File: src/logic/port_pins_pkg.sv
package port_pins_pkg;

	// ------------------------------------------------------------
	// widths
	// ------------------------------------------------------------
	localparam int unsigned DATA_W = 32;
	localparam int unsigned ADDR_W = 8;
	localparam int unsigned MOTOR_W = 8;
	localparam int unsigned SERIAL_W = 4;
	localparam int unsigned ANALOG_W = 8;
	localparam int unsigned TIMER_W = 2;
	localparam int unsigned INT_W = 2;
	localparam int unsigned SYNC_W = MOTOR_W + SERIAL_W + ANALOG_W + TIMER_W + 2;

	// ------------------------------------------------------------
	// register byte offsets
	// ------------------------------------------------------------
	localparam logic [7:0] OFF_MOTOR_DATA = 8'h00;
	localparam logic [7:0] OFF_MOTOR_DIR = 8'h04;
	localparam logic [7:0] OFF_SERIAL_DATA = 8'h08;
	localparam logic [7:0] OFF_SERIAL_DIR = 8'h0c;
	localparam logic [7:0] OFF_ANALOG_DATA = 8'h10;
	localparam logic [7:0] OFF_ANALOG_DIR = 8'h14;
	localparam logic [7:0] OFF_TIMER_DATA = 8'h18;
	localparam logic [7:0] OFF_TIMER_DIR = 8'h1c;
	localparam logic [7:0] OFF_TIMER_CTRL = 8'h20;
	localparam logic [7:0] OFF_EXT_INT_CTRL = 8'h24;
	localparam logic [7:0] OFF_INT_STATUS = 8'h28;
	localparam logic [7:0] OFF_INT_MASK = 8'h2c;
	localparam logic [7:0] OFF_RESET_CTRL = 8'h30;

	// ------------------------------------------------------------
	// field positions
	// ------------------------------------------------------------
	localparam int unsigned SERIAL_TX_BIT = 0;
	localparam int unsigned SERIAL_RX_BIT = 1;
	localparam int unsigned TLINE6_BIT = 0;
	localparam int unsigned TLINE7_BIT = 1;
	localparam int unsigned TCR_CAP1_IE_BIT = 0;
	localparam int unsigned TCR_CC_SEL_BIT = 1;
	localparam int unsigned EXT_INT_STATUS_CONTROL_REG_SENS_BIT = 0;
	localparam int unsigned EXT_INT_STATUS_CONTROL_REG_EDGE_BIT = 1;
	localparam int unsigned EXT_INT_STATUS_CONTROL_REG_MASK_BIT = 2;
	localparam int unsigned EXT_INT_STATUS_CONTROL_REG_REQ_BIT = 3;
	localparam int unsigned EXT_INT_STATUS_CONTROL_REG_ACK_BIT = 4;
	localparam int unsigned INT_EXT_BIT = 0;
	localparam int unsigned INT_LINE7_BIT = 1;
	localparam int unsigned RST_SW_BIT = 0;

	// ------------------------------------------------------------
	// reset values
	// ------------------------------------------------------------
	localparam logic [7:0] DIR_RESET = 8'h00;
	localparam logic [7:0] DATA_RESET = 8'h00;
	localparam logic [31:0] ZERO_WORD = 32'h00000000;
	localparam logic [SYNC_W-1:0] SYNC_INIT = {SYNC_W{1'b1}};

	// ------------------------------------------------------------
	// timing
	// ------------------------------------------------------------
	localparam int unsigned CLK_PERIOD_NS = 20;
	localparam int unsigned RESET_DRIVE_NS = 80;
	localparam int unsigned RESET_DRIVE_CYCLES =
		(RESET_DRIVE_NS + CLK_PERIOD_NS - 1) / CLK_PERIOD_NS;
	localparam int unsigned RESET_CNT_W = 4;

endpackage

File: src/logic/pin_sync.sv
`timescale 1ns/1ps
module pin_sync #(
	parameter int unsigned W = 1,
	parameter logic [W-1:0] INIT = '0
) (
	input wire logic i_clock,
	input wire logic i_rst_b,
	input wire logic [W-1:0] i_pin,
	output logic [W-1:0] o_level
);

	typedef struct packed {
		logic [W-1:0] s1;
		logic [W-1:0] s2;
		logic [W-1:0] s3;
		logic [W-1:0] level;
	} sync_s;

	sync_s st_q;
	sync_s st_d;

	// ------------------------------------------------------------
	// three stages; a change counts once stages two and three agree
	// ------------------------------------------------------------
	always_comb begin
		st_d = st_q;
		st_d.s1 = i_pin;
		st_d.s2 = st_q.s1;
		st_d.s3 = st_q.s2;
		for (int k = 0; k < W; k++) begin
			if (st_q.s2[k] == st_q.s3[k]) begin
				st_d.level[k] = st_q.s3[k];
			end
		end
	end

	always_ff @(posedge i_clock) begin
		if (!i_rst_b) begin
			st_q <= {INIT, INIT, INIT, INIT};
		end else begin
			st_q <= st_d;
		end
	end

	assign o_level = st_q.level;

endmodule

File: src/logic/port_pins_top.sv
// The placing of the registers and register access over APB were chosen for this implementation.
`timescale 1ns/1ps
// Function
// RULE1: all eight motor port lines come up as inputs; lines shared with pulse outputs.
// RULE2: all four serial port lines come up as inputs; two shared with serial link.
// RULE3: all eight analog port lines come up as inputs; shared with converter.
// RULE4: timer line seven is input only; writes ignored, reads show the pin.
// RULE5: timer line six is general purpose only with capture irq and select clear.
// RULE6: sensitivity bit picks edge only or edge plus held active level.
// RULE7: polarity bit picks rising or falling edge as the trigger.
// RULE8: interrupt is serviced only after the current instruction completes.
// RULE9: all port and interrupt logic runs on the bus clock, oscillator over two.
// RULE10: reset pin low resets the block; internal resets drive the pin low.
// RULE11: interrupt pin is synchronised and edges found from consecutive samples.
module port_pins_top (
	input wire logic i_clock,
	input wire logic i_rst_b,
	input wire logic psel,
	input wire logic penable,
	input wire logic pwrite,
	input wire logic [7:0] paddr,
	input wire logic [31:0] pwdata,
	output logic [31:0] prdata,
	output logic pready,
	output logic pslverr,
	input wire logic [7:0] i_motor_pin,
	output logic [7:0] o_motor_out,
	output logic [7:0] o_motor_oe,
	input wire logic [7:0] i_pulse_alt_en,
	input wire logic [7:0] i_pulse_alt_out,
	input wire logic [3:0] i_serial_pin,
	output logic [3:0] o_serial_out,
	output logic [3:0] o_serial_oe,
	input wire logic i_serial_tx_en,
	input wire logic i_serial_tx,
	input wire logic i_serial_rx_en,
	output logic o_serial_rx_pin,
	input wire logic [7:0] i_analog_pin,
	output logic [7:0] o_analog_out,
	output logic [7:0] o_analog_oe,
	input wire logic [7:0] i_analog_en,
	input wire logic [1:0] i_timer_pin,
	output logic o_timer_port_line6_out,
	output logic o_timer_port_line6_oe,
	input wire logic i_compare_output,
	output logic o_capture_input_one,
	output logic o_capture_input_two,
	input wire logic i_ext_int_pin,
	input wire logic i_instr_done,
	output logic o_ext_int_service,
	output logic o_irq,
	input wire logic i_reset_pin,
	input wire logic i_internal_reset_req,
	output logic o_reset_pin_out,
	output logic o_reset_pin_oe
);

	// ------------------------------------------------------------
	// state
	// ------------------------------------------------------------
	typedef struct packed {
		logic [7:0] motor_data;
		logic [7:0] motor_dir;
		logic [7:0] motor_out;
		logic [7:0] motor_oe;
		logic [3:0] serial_data;
		logic [3:0] serial_dir;
		logic [3:0] serial_out;
		logic [3:0] serial_oe;
		logic [7:0] analog_data;
		logic [7:0] analog_dir;
		logic [7:0] analog_out;
		logic [7:0] analog_oe;
		logic tline6_data;
		logic tline6_dir;
		logic tline6_out;
		logic tline6_oe;
		logic cap1_ie;
		logic cc_sel;
		logic sens;
		logic edge_rise;
		logic ext_mask;
		logic ext_req;
		logic ext_prev;
		logic line7_prev;
		logic [port_pins_pkg::INT_W-1:0] int_status;
		logic [port_pins_pkg::INT_W-1:0] int_mask;
		logic irq;
		logic service;
		logic sw_reset;
		logic serial_rx;
		logic cap1;
		logic cap2;
		logic [31:0] prdata;
		logic pready;
		logic pslverr;
	} state_s;

	state_s st_q;
	state_s st_d;

	logic [port_pins_pkg::SYNC_W-1:0] sync_level;
	logic [7:0] motor_lvl;
	logic [3:0] serial_lvl;
	logic [7:0] analog_lvl;
	logic [1:0] timer_lvl;
	logic ext_lvl;
	logic reset_pin_lvl;
	logic core_rst_b;

	// ------------------------------------------------------------
	// pin synchronisers
	// ------------------------------------------------------------
	pin_sync #(
		.W(port_pins_pkg::SYNC_W),
		.INIT(port_pins_pkg::SYNC_INIT)
	) u_sync (
		.i_clock(i_clock),
		.i_rst_b(i_rst_b),
		.i_pin({i_reset_pin, i_ext_int_pin, i_timer_pin, i_analog_pin,
			i_serial_pin, i_motor_pin}), // [RULE11]
		.o_level(sync_level)
	);

	assign {reset_pin_lvl, ext_lvl, timer_lvl, analog_lvl, serial_lvl, motor_lvl} = sync_level;

	// a low reset pin resets everything here but the synchronisers and u_rst_drv,
	// so the pin can be watched again as soon as it is released
	assign core_rst_b = i_rst_b & reset_pin_lvl; // [RULE10]

	reset_pin_driver u_rst_drv (
		.i_clock(i_clock),
		.i_rst_b(i_rst_b),
		.i_request(st_q.sw_reset | i_internal_reset_req), // [RULE10]
		.o_pin_out(o_reset_pin_out),
		.o_pin_oe(o_reset_pin_oe)
	);

	// ------------------------------------------------------------
	// next state
	// ------------------------------------------------------------
	logic setup;
	logic access;
	logic ext_active;
	logic ext_edge;
	logic ext_set;
	logic line7_edge;
	logic ext_ack;
	logic stat_clr;
	logic tline6_gpio;
	logic [31:0] rd;
	logic hit;
	logic [port_pins_pkg::INT_W-1:0] int_set;

	always_comb begin
		st_d = st_q;
		setup = psel & ~penable;
		access = psel & penable & st_q.pready;
		ext_ack = 1'b0;
		stat_clr = 1'b0;
		rd = port_pins_pkg::ZERO_WORD;
		hit = 1'b1;
		int_set = '0;

		// external interrupt detection from consecutive samples
		st_d.ext_prev = ext_lvl;
		ext_active = st_q.edge_rise ? ext_lvl : ~ext_lvl; // [RULE7]
		ext_edge = st_q.edge_rise ? (ext_lvl & ~st_q.ext_prev)
			: (~ext_lvl & st_q.ext_prev); // [RULE11] [RULE7]
		ext_set = ext_edge | (st_q.sens & ext_active); // [RULE6]
		st_d.line7_prev = timer_lvl[port_pins_pkg::TLINE7_BIT];
		line7_edge = timer_lvl[port_pins_pkg::TLINE7_BIT] ^ st_q.line7_prev;
		int_set[port_pins_pkg::INT_EXT_BIT] = ext_set;
		int_set[port_pins_pkg::INT_LINE7_BIT] = line7_edge;

		// ---------------- register read decode ----------------
		if (paddr == port_pins_pkg::OFF_MOTOR_DATA) begin
			rd[7:0] = (st_q.motor_dir & st_q.motor_data) | (~st_q.motor_dir & motor_lvl);
		end else if (paddr == port_pins_pkg::OFF_MOTOR_DIR) begin
			rd[7:0] = st_q.motor_dir;
		end else if (paddr == port_pins_pkg::OFF_SERIAL_DATA) begin
			rd[3:0] = (st_q.serial_dir & st_q.serial_data) | (~st_q.serial_dir & serial_lvl);
		end else if (paddr == port_pins_pkg::OFF_SERIAL_DIR) begin
			rd[3:0] = st_q.serial_dir;
		end else if (paddr == port_pins_pkg::OFF_ANALOG_DATA) begin
			rd[7:0] = (st_q.analog_dir & st_q.analog_data) | (~st_q.analog_dir & analog_lvl);
		end else if (paddr == port_pins_pkg::OFF_ANALOG_DIR) begin
			rd[7:0] = st_q.analog_dir;
		end else if (paddr == port_pins_pkg::OFF_TIMER_DATA) begin
			rd[port_pins_pkg::TLINE6_BIT] = st_q.tline6_dir ? st_q.tline6_data
				: timer_lvl[port_pins_pkg::TLINE6_BIT];
			rd[port_pins_pkg::TLINE7_BIT] = timer_lvl[port_pins_pkg::TLINE7_BIT]; // [RULE4]
		end else if (paddr == port_pins_pkg::OFF_TIMER_DIR) begin
			rd[port_pins_pkg::TLINE6_BIT] = st_q.tline6_dir;
		end else if (paddr == port_pins_pkg::OFF_TIMER_CTRL) begin
			rd[port_pins_pkg::TCR_CAP1_IE_BIT] = st_q.cap1_ie;
			rd[port_pins_pkg::TCR_CC_SEL_BIT] = st_q.cc_sel;
		end else if (paddr == port_pins_pkg::OFF_EXT_INT_CTRL) begin
			rd[port_pins_pkg::EXT_INT_STATUS_CONTROL_REG_SENS_BIT] = st_q.sens;
			rd[port_pins_pkg::EXT_INT_STATUS_CONTROL_REG_EDGE_BIT] = st_q.edge_rise;
			rd[port_pins_pkg::EXT_INT_STATUS_CONTROL_REG_MASK_BIT] = st_q.ext_mask;
			rd[port_pins_pkg::EXT_INT_STATUS_CONTROL_REG_REQ_BIT] = st_q.ext_req;
		end else if (paddr == port_pins_pkg::OFF_INT_STATUS) begin
			rd[port_pins_pkg::INT_W-1:0] = st_q.int_status;
		end else if (paddr == port_pins_pkg::OFF_INT_MASK) begin
			rd[port_pins_pkg::INT_W-1:0] = st_q.int_mask;
		end else if (paddr == port_pins_pkg::OFF_RESET_CTRL) begin
			rd[port_pins_pkg::RST_SW_BIT] = st_q.sw_reset;
		end else begin
			hit = 1'b0;
		end

		// read data is captured in setup so it can leave a flop in access
		st_d.pready = setup;
		if (setup) begin
			st_d.prdata = pwrite ? port_pins_pkg::ZERO_WORD : rd;
			st_d.pslverr = ~hit;
		end

		// ---------------- register write at access completion ----------------
		st_d.sw_reset = 1'b0;
		if (access && pwrite && hit) begin
			if (paddr == port_pins_pkg::OFF_MOTOR_DATA) begin
				st_d.motor_data = pwdata[7:0];
			end else if (paddr == port_pins_pkg::OFF_MOTOR_DIR) begin
				st_d.motor_dir = pwdata[7:0];
			end else if (paddr == port_pins_pkg::OFF_SERIAL_DATA) begin
				st_d.serial_data = pwdata[3:0];
			end else if (paddr == port_pins_pkg::OFF_SERIAL_DIR) begin
				st_d.serial_dir = pwdata[3:0];
			end else if (paddr == port_pins_pkg::OFF_ANALOG_DATA) begin
				st_d.analog_data = pwdata[7:0];
			end else if (paddr == port_pins_pkg::OFF_ANALOG_DIR) begin
				st_d.analog_dir = pwdata[7:0];
			end else if (paddr == port_pins_pkg::OFF_TIMER_DATA) begin
				// line seven has no latch; its bit is dropped
				st_d.tline6_data = pwdata[port_pins_pkg::TLINE6_BIT]; // [RULE4]
			end else if (paddr == port_pins_pkg::OFF_TIMER_DIR) begin
				st_d.tline6_dir = pwdata[port_pins_pkg::TLINE6_BIT];
			end else if (paddr == port_pins_pkg::OFF_TIMER_CTRL) begin
				st_d.cap1_ie = pwdata[port_pins_pkg::TCR_CAP1_IE_BIT];
				st_d.cc_sel = pwdata[port_pins_pkg::TCR_CC_SEL_BIT];
			end else if (paddr == port_pins_pkg::OFF_EXT_INT_CTRL) begin
				st_d.sens = pwdata[port_pins_pkg::EXT_INT_STATUS_CONTROL_REG_SENS_BIT]; // [RULE6]
				st_d.edge_rise = pwdata[port_pins_pkg::EXT_INT_STATUS_CONTROL_REG_EDGE_BIT]; // [RULE7]
				st_d.ext_mask = pwdata[port_pins_pkg::EXT_INT_STATUS_CONTROL_REG_MASK_BIT];
				ext_ack = pwdata[port_pins_pkg::EXT_INT_STATUS_CONTROL_REG_ACK_BIT];
			end else if (paddr == port_pins_pkg::OFF_INT_MASK) begin
				st_d.int_mask = pwdata[port_pins_pkg::INT_W-1:0];
			end else if (paddr == port_pins_pkg::OFF_RESET_CTRL) begin
				st_d.sw_reset = pwdata[port_pins_pkg::RST_SW_BIT]; // [RULE10]
			end
		end
		if (access && !pwrite && paddr == port_pins_pkg::OFF_INT_STATUS) begin
			stat_clr = 1'b1;
		end

		// new events win over an acknowledge or a clearing read
		st_d.ext_req = ext_set | (st_q.ext_req & ~ext_ack); // [RULE6]
		st_d.int_status = int_set | (st_q.int_status & {port_pins_pkg::INT_W{~stat_clr}});
		st_d.irq = |(st_q.int_status & st_q.int_mask);

		// the core raises i_instr_done only between instructions
		st_d.service = st_q.ext_req & ~st_q.ext_mask & i_instr_done; // [RULE8]

		// ---------------- pin drivers ----------------
		for (int k = 0; k < port_pins_pkg::MOTOR_W; k++) begin
			st_d.motor_oe[k] = st_q.motor_dir[k] | i_pulse_alt_en[k]; // [RULE1]
			st_d.motor_out[k] = i_pulse_alt_en[k] ? i_pulse_alt_out[k] : st_q.motor_data[k];
		end
		st_d.serial_oe = st_q.serial_dir; // [RULE2]
		st_d.serial_out = st_q.serial_data;
		if (i_serial_tx_en) begin
			st_d.serial_oe[port_pins_pkg::SERIAL_TX_BIT] = 1'b1;
			st_d.serial_out[port_pins_pkg::SERIAL_TX_BIT] = i_serial_tx;
		end
		if (i_serial_rx_en) begin
			st_d.serial_oe[port_pins_pkg::SERIAL_RX_BIT] = 1'b0;
		end
		st_d.serial_rx = serial_lvl[port_pins_pkg::SERIAL_RX_BIT];
		// a line handed to the converter is never driven
		st_d.analog_oe = st_q.analog_dir & ~i_analog_en; // [RULE3]
		st_d.analog_out = st_q.analog_data;

		tline6_gpio = ~st_q.cap1_ie & ~st_q.cc_sel; // [RULE5]
		if (st_q.cc_sel) begin
			st_d.tline6_oe = 1'b1;
			st_d.tline6_out = i_compare_output;
		end else if (tline6_gpio) begin
			st_d.tline6_oe = st_q.tline6_dir; // [RULE5]
			st_d.tline6_out = st_q.tline6_data;
		end else begin
			st_d.tline6_oe = 1'b0;
			st_d.tline6_out = 1'b0;
		end
		st_d.cap1 = timer_lvl[port_pins_pkg::TLINE6_BIT];
		st_d.cap2 = timer_lvl[port_pins_pkg::TLINE7_BIT];
	end

	// ------------------------------------------------------------
	// registers on the bus clock
	// ------------------------------------------------------------
	always_ff @(posedge i_clock) begin // [RULE9]
		if (!core_rst_b) begin
			st_q <= '0;
			st_q.motor_dir <= port_pins_pkg::DIR_RESET; // [RULE1]
			st_q.motor_data <= port_pins_pkg::DATA_RESET;
			st_q.serial_dir <= port_pins_pkg::DIR_RESET[3:0]; // [RULE2]
			st_q.analog_dir <= port_pins_pkg::DIR_RESET; // [RULE3]
			st_q.tline6_dir <= 1'b0;
			st_q.cap1_ie <= 1'b0; // [RULE5]
			st_q.cc_sel <= 1'b0; // [RULE5]
			st_q.ext_prev <= 1'b1;
			st_q.line7_prev <= 1'b1;
		end else begin
			st_q <= st_d;
		end
	end

	// ------------------------------------------------------------
	// outputs
	// ------------------------------------------------------------
	assign prdata = st_q.prdata;
	assign pready = st_q.pready;
	assign pslverr = st_q.pslverr;
	assign o_motor_out = st_q.motor_out;
	assign o_motor_oe = st_q.motor_oe;
	assign o_serial_out = st_q.serial_out;
	assign o_serial_oe = st_q.serial_oe;
	assign o_serial_rx_pin = st_q.serial_rx;
	assign o_analog_out = st_q.analog_out;
	assign o_analog_oe = st_q.analog_oe;
	assign o_timer_port_line6_out = st_q.tline6_out;
	assign o_timer_port_line6_oe = st_q.tline6_oe;
	assign o_capture_input_one = st_q.cap1;
	assign o_capture_input_two = st_q.cap2;
	assign o_ext_int_service = st_q.service;
	assign o_irq = st_q.irq;

endmodule

File: src/logic/reset_pin_driver.sv
`timescale 1ns/1ps
module reset_pin_driver (
	input wire logic i_clock,
	input wire logic i_rst_b,
	input wire logic i_request,
	output logic o_pin_out,
	output logic o_pin_oe
);

	typedef struct packed {
		logic [port_pins_pkg::RESET_CNT_W-1:0] cnt;
		logic oe;
	} drv_s;

	drv_s st_q;
	drv_s st_d;

	// ------------------------------------------------------------
	// stretch an internal reset so the pin is seen low by the board
	// ------------------------------------------------------------
	always_comb begin
		st_d = st_q;
		if (i_request) begin
			st_d.cnt = port_pins_pkg::RESET_CNT_W'(port_pins_pkg::RESET_DRIVE_CYCLES);
			st_d.oe = 1'b1; // [RULE10]
		end else if (st_q.cnt != '0) begin
			st_d.cnt = st_q.cnt - 1'b1;
			st_d.oe = (st_q.cnt != 1'b1);
		end else begin
			st_d.oe = 1'b0;
		end
	end

	always_ff @(posedge i_clock) begin
		if (!i_rst_b) begin
			st_q <= '0;
		end else begin
			st_q <= st_d;
		end
	end

	// pin only ever pulled low, like an open drain
	assign o_pin_out = 1'b0;
	assign o_pin_oe = st_q.oe;

endmodule
File: config.mk
export PLATFORM = sky130hd
export DESIGN_NAME = port_pins_top
export DESIGN_NICKNAME = d
export VERILOG_FILES = /design/src/logic/port_pins_pkg.sv /design/src/logic/pin_sync.sv /design/src/logic/port_pins_top.sv /design/src/logic/reset_pin_driver.sv
export SDC_FILE = /design/constraint.sdc
export NUM_CORES = 1
export LEC_CHECK = 0
export ABC_AREA = 1
export BUFFER_PORTS_ARGS = -buffer_cell sky130_fd_sc_hd__buf_2
export CORE_MARGIN = 2
export CORE_UTILIZATION = 55
export DETAILED_ROUTE_END_ITERATION = 10
export HOLD_SLACK_MARGIN = 0.15
export PLACE_DENSITY_LB_ADDON = 0.15
export SYNTH_ARGS = -nofsm -noshare
export SYNTH_HDL_FRONTEND = slang
export SYNTH_SLANG_ARGS = --single-unit
File: constraint.sdc
create_clock -name i_clock -period 3.6 [get_ports i_clock]
set_input_delay 0.36 -clock i_clock [delete_from_list [all_inputs] [get_ports i_clock]]
set_output_delay 0.36 -clock i_clock [all_outputs]
set_load 0.01 [all_outputs]
==> impl_metrics.ini <==
[outcome]
outcome = completed

[global_route]
grtUsageMet3_pct = 3.669
met1_usage_pct = 29.77
grt_use_total_pct = 22.02
grt_start_max_net_pins = 78
use_met2_pct = 37.21
grt_pass1_vias = 6025
grt_pass1_wl_microns = 29090
antenna_found_initial = 0
busiest_layer = met2
overflow = 0

[final_layout]
drive_gt1_share_pct = 22.74
nFillCells = 1185
layout.nets = 1269
diodes = 0
area_delta_synth_final_pct = 20.96

[synthesis]
synth-xor-area-share_pct = 0.2118
ys_ff_latch = 213
yosys-top-cells-area = dfxtp_1, nand2_1, buf_4
synth.yosys.warnings = 0
syn_area_per_cell_sq_um = 8.125
syn-cell-area_sq_mm = 0.008272
seq_area_frac_synth_pct = 51.55
synth_commonest_cells = dfxtp_1, nand2_1, nor2_1
synth_mux_area_share_pct = 0.1210
synth_top_area_cell = dfxtp_1
synthArstFlopShare_pct = 0
synth_fa_ha_area_share_pct = 0.4538
synth_top_flop_cell = dfxtp_1
netlist.area_leader.share_pct = 51.55
synth_top_family_by_area = simple AND/OR/NAND/NOR gates
synthCells = 1018
ys_types = 37
synth_compound_area_share_pct = 10.98
synth-simple-area-share_pct = 24.04
synth.most_common_cell = dfxtp_1
synth_edf_count = 0

[sta]
rsz0062_at_grt = no
setup_viol_count_final = 0
hold_viol = 0
drv_slew = 0
fin_worst_skew_ps = 7.007
tightestPinTransition_ps = 927.7
min_period_over_period_pct = 68.73
fin_hold_ws_ps = 176.0
fin_crit_ps = 2474
setup_tns_ps = 0
relSlewSlack_pct = 38.07
setup_slack_ps = 1126
timing.fmax_ghz = 0.4042

[setup_path]
required_ps = 4040
start_kind = input pin
critPathMaxFanout = 25
critPathKind = input pin to flop
endpoint_kind = flop
critPathArrivalTime_ps = 2920

[detailed_routing]
drt_iter0_markers = 425
vias_per_cell = 4.827
antenna_left = 0
drc = 0
vias = 6598
wl_per_cell_microns = 13.11
wl_microns = 17920
first_pass_iters = 5

[placement]
dp_hpwl_microns = 11810
io_buffers = 132
place.gp.congestion = 0.9094
place_ws_ps = 1284

[clock_network]
cts-root-buf = clkbuf_16
clkTransAtPathRegs_ps = 60
htreeDepth = 1
cts_buffers = 22
cts_buffer_depth = 3
clk_latency_ps = 500
cts_setup_buffers = 0
cts_resized = 0
clkSinkCount = 213
cts_tree = yes

[hold_path]
timing.hold.worst.class = input pin to flop

[floorplan]
start_util_pct = 56.70
core_area_sq_mm = 0.01459
die_x_microns = 126.6
io_pins = 182
die_h_microns = 126.6
die-area_sq_mm = 0.01604
std_cell_rows = 44

[power]
ir_worst_vdd_uv = 416.2
p_total_uw = 4896
p_leak_uw = 0.004539
p_per_area_mw_per_mm2 = 489.3

[job]
cap_violations = 0
flip-flops by register name, indices dropped and copies added (netlist names), 4 cells and up:
register / flops
o_motor_oe: 8
o_serial_out: 4
u_sync.o_level: 24
prdata: 8
u_sync.st_q: 24
u_rst_drv.st_q: 4
st_q: 42
o_serial_oe: 4
o_analog_oe: 8
u_sync.st_d: 48
o_motor_out: 8
o_analog_out: 8
st_d: 13
final timing paths:
check | start | endpoint | slack, ps | depth (start not counted)
worst max-delay path | i_rst_b | o_motor_out[0] | 1130 | 8
worst min-delay path | penable | pslverr | 180 | 3
worst max register to register | u_sync.o_level[23] | o_motor_out[0] | 1310 | 6
worst min register to register | u_sync.st_d[60] | u_sync.st_d[36] | 410 | 1
report_power, final:
part	internal (uW)	total, uW	switching (uW)
clock	1300	2180	881
combinational	136	287	151
sequential	2410	2430	20.7
logic make-up after synthesis:
kind of cell	after synthesis
AO/OA/AOI/OAI	170
XOR/XNOR	2
adder cells (fa/ha/maj)	3
buffers and inverters	196
flip-flops	213
multiplexers	1
other	1
AND/OR/NAND/NOR	432
metal layers:
metal	vias up	routed length (microns)	part of all wire, %
met5	-	0	0
met4	0	256	1.4
met3	26	1001	5.6
met2	182	8073	45
met1	2939	8593	48
li1	3451	-	-
cells in the final DEF, fill, tap and decap left out, types with 4 or more instances in the layout:
cell and count:
buf_2 132, dlygate4sd3_1 69, o211ai_1 9, a211oi_1 4
inv_2 9, a21oi_1 88, clkbuf_8 8, inv_1 79
dfxtp_1 213, nand2_1 183, nor2_1 117, buf_4 6
or2_2 70, nand4_1 18, conb_1 25, nor3_1 10
nand3_1 16, o21ai_0 62, clkbuf_16 22, nand3_2 5
clkbuf_1 5
through the flow:
step | utilization (%) | instances | area [sq um]
2_1_floorplan | - | 1042 | 8362
3_3_place_gp | 58.92 | 1258 | 8596
3_5_place_dp | 58.92 | 1258 | 8596
4_1_cts | 68.58 | 1367 | 10010
5_1_grt | 68.58 | 1367 | 10010
6_report | 68.58 | 1367 | 10010
worst max-delay path: stages:
cell and delay [ps]:
dlygate4sd3_1 520, buf_2 160, nand2_2 80, inv_1 560
buf_4 400, o21ai_0 140, a21oi_1 130, dlygate4sd3_1 550
layout make-up:
type                            instances  area (sq um)  area share (%)
Timing Repair Buffer                  207          1396           13.96
Sequential cell                       213          4264           42.62
Inverter                               90         337.8           3.376
Tap cell                              184         230.2           2.301
Multi-Input combinational cell        633          3058           30.56
Clock inverter                          5         40.04          0.4002
Clock buffer                           35         679.4           6.790
what timing repair did:
action,CTS,global route
hold buffers,69,0
endpoints found under the setup margin,0,0
endpoints found under the hold margin,58,0
Note: power is estimated with default switching activity, not from simulation.
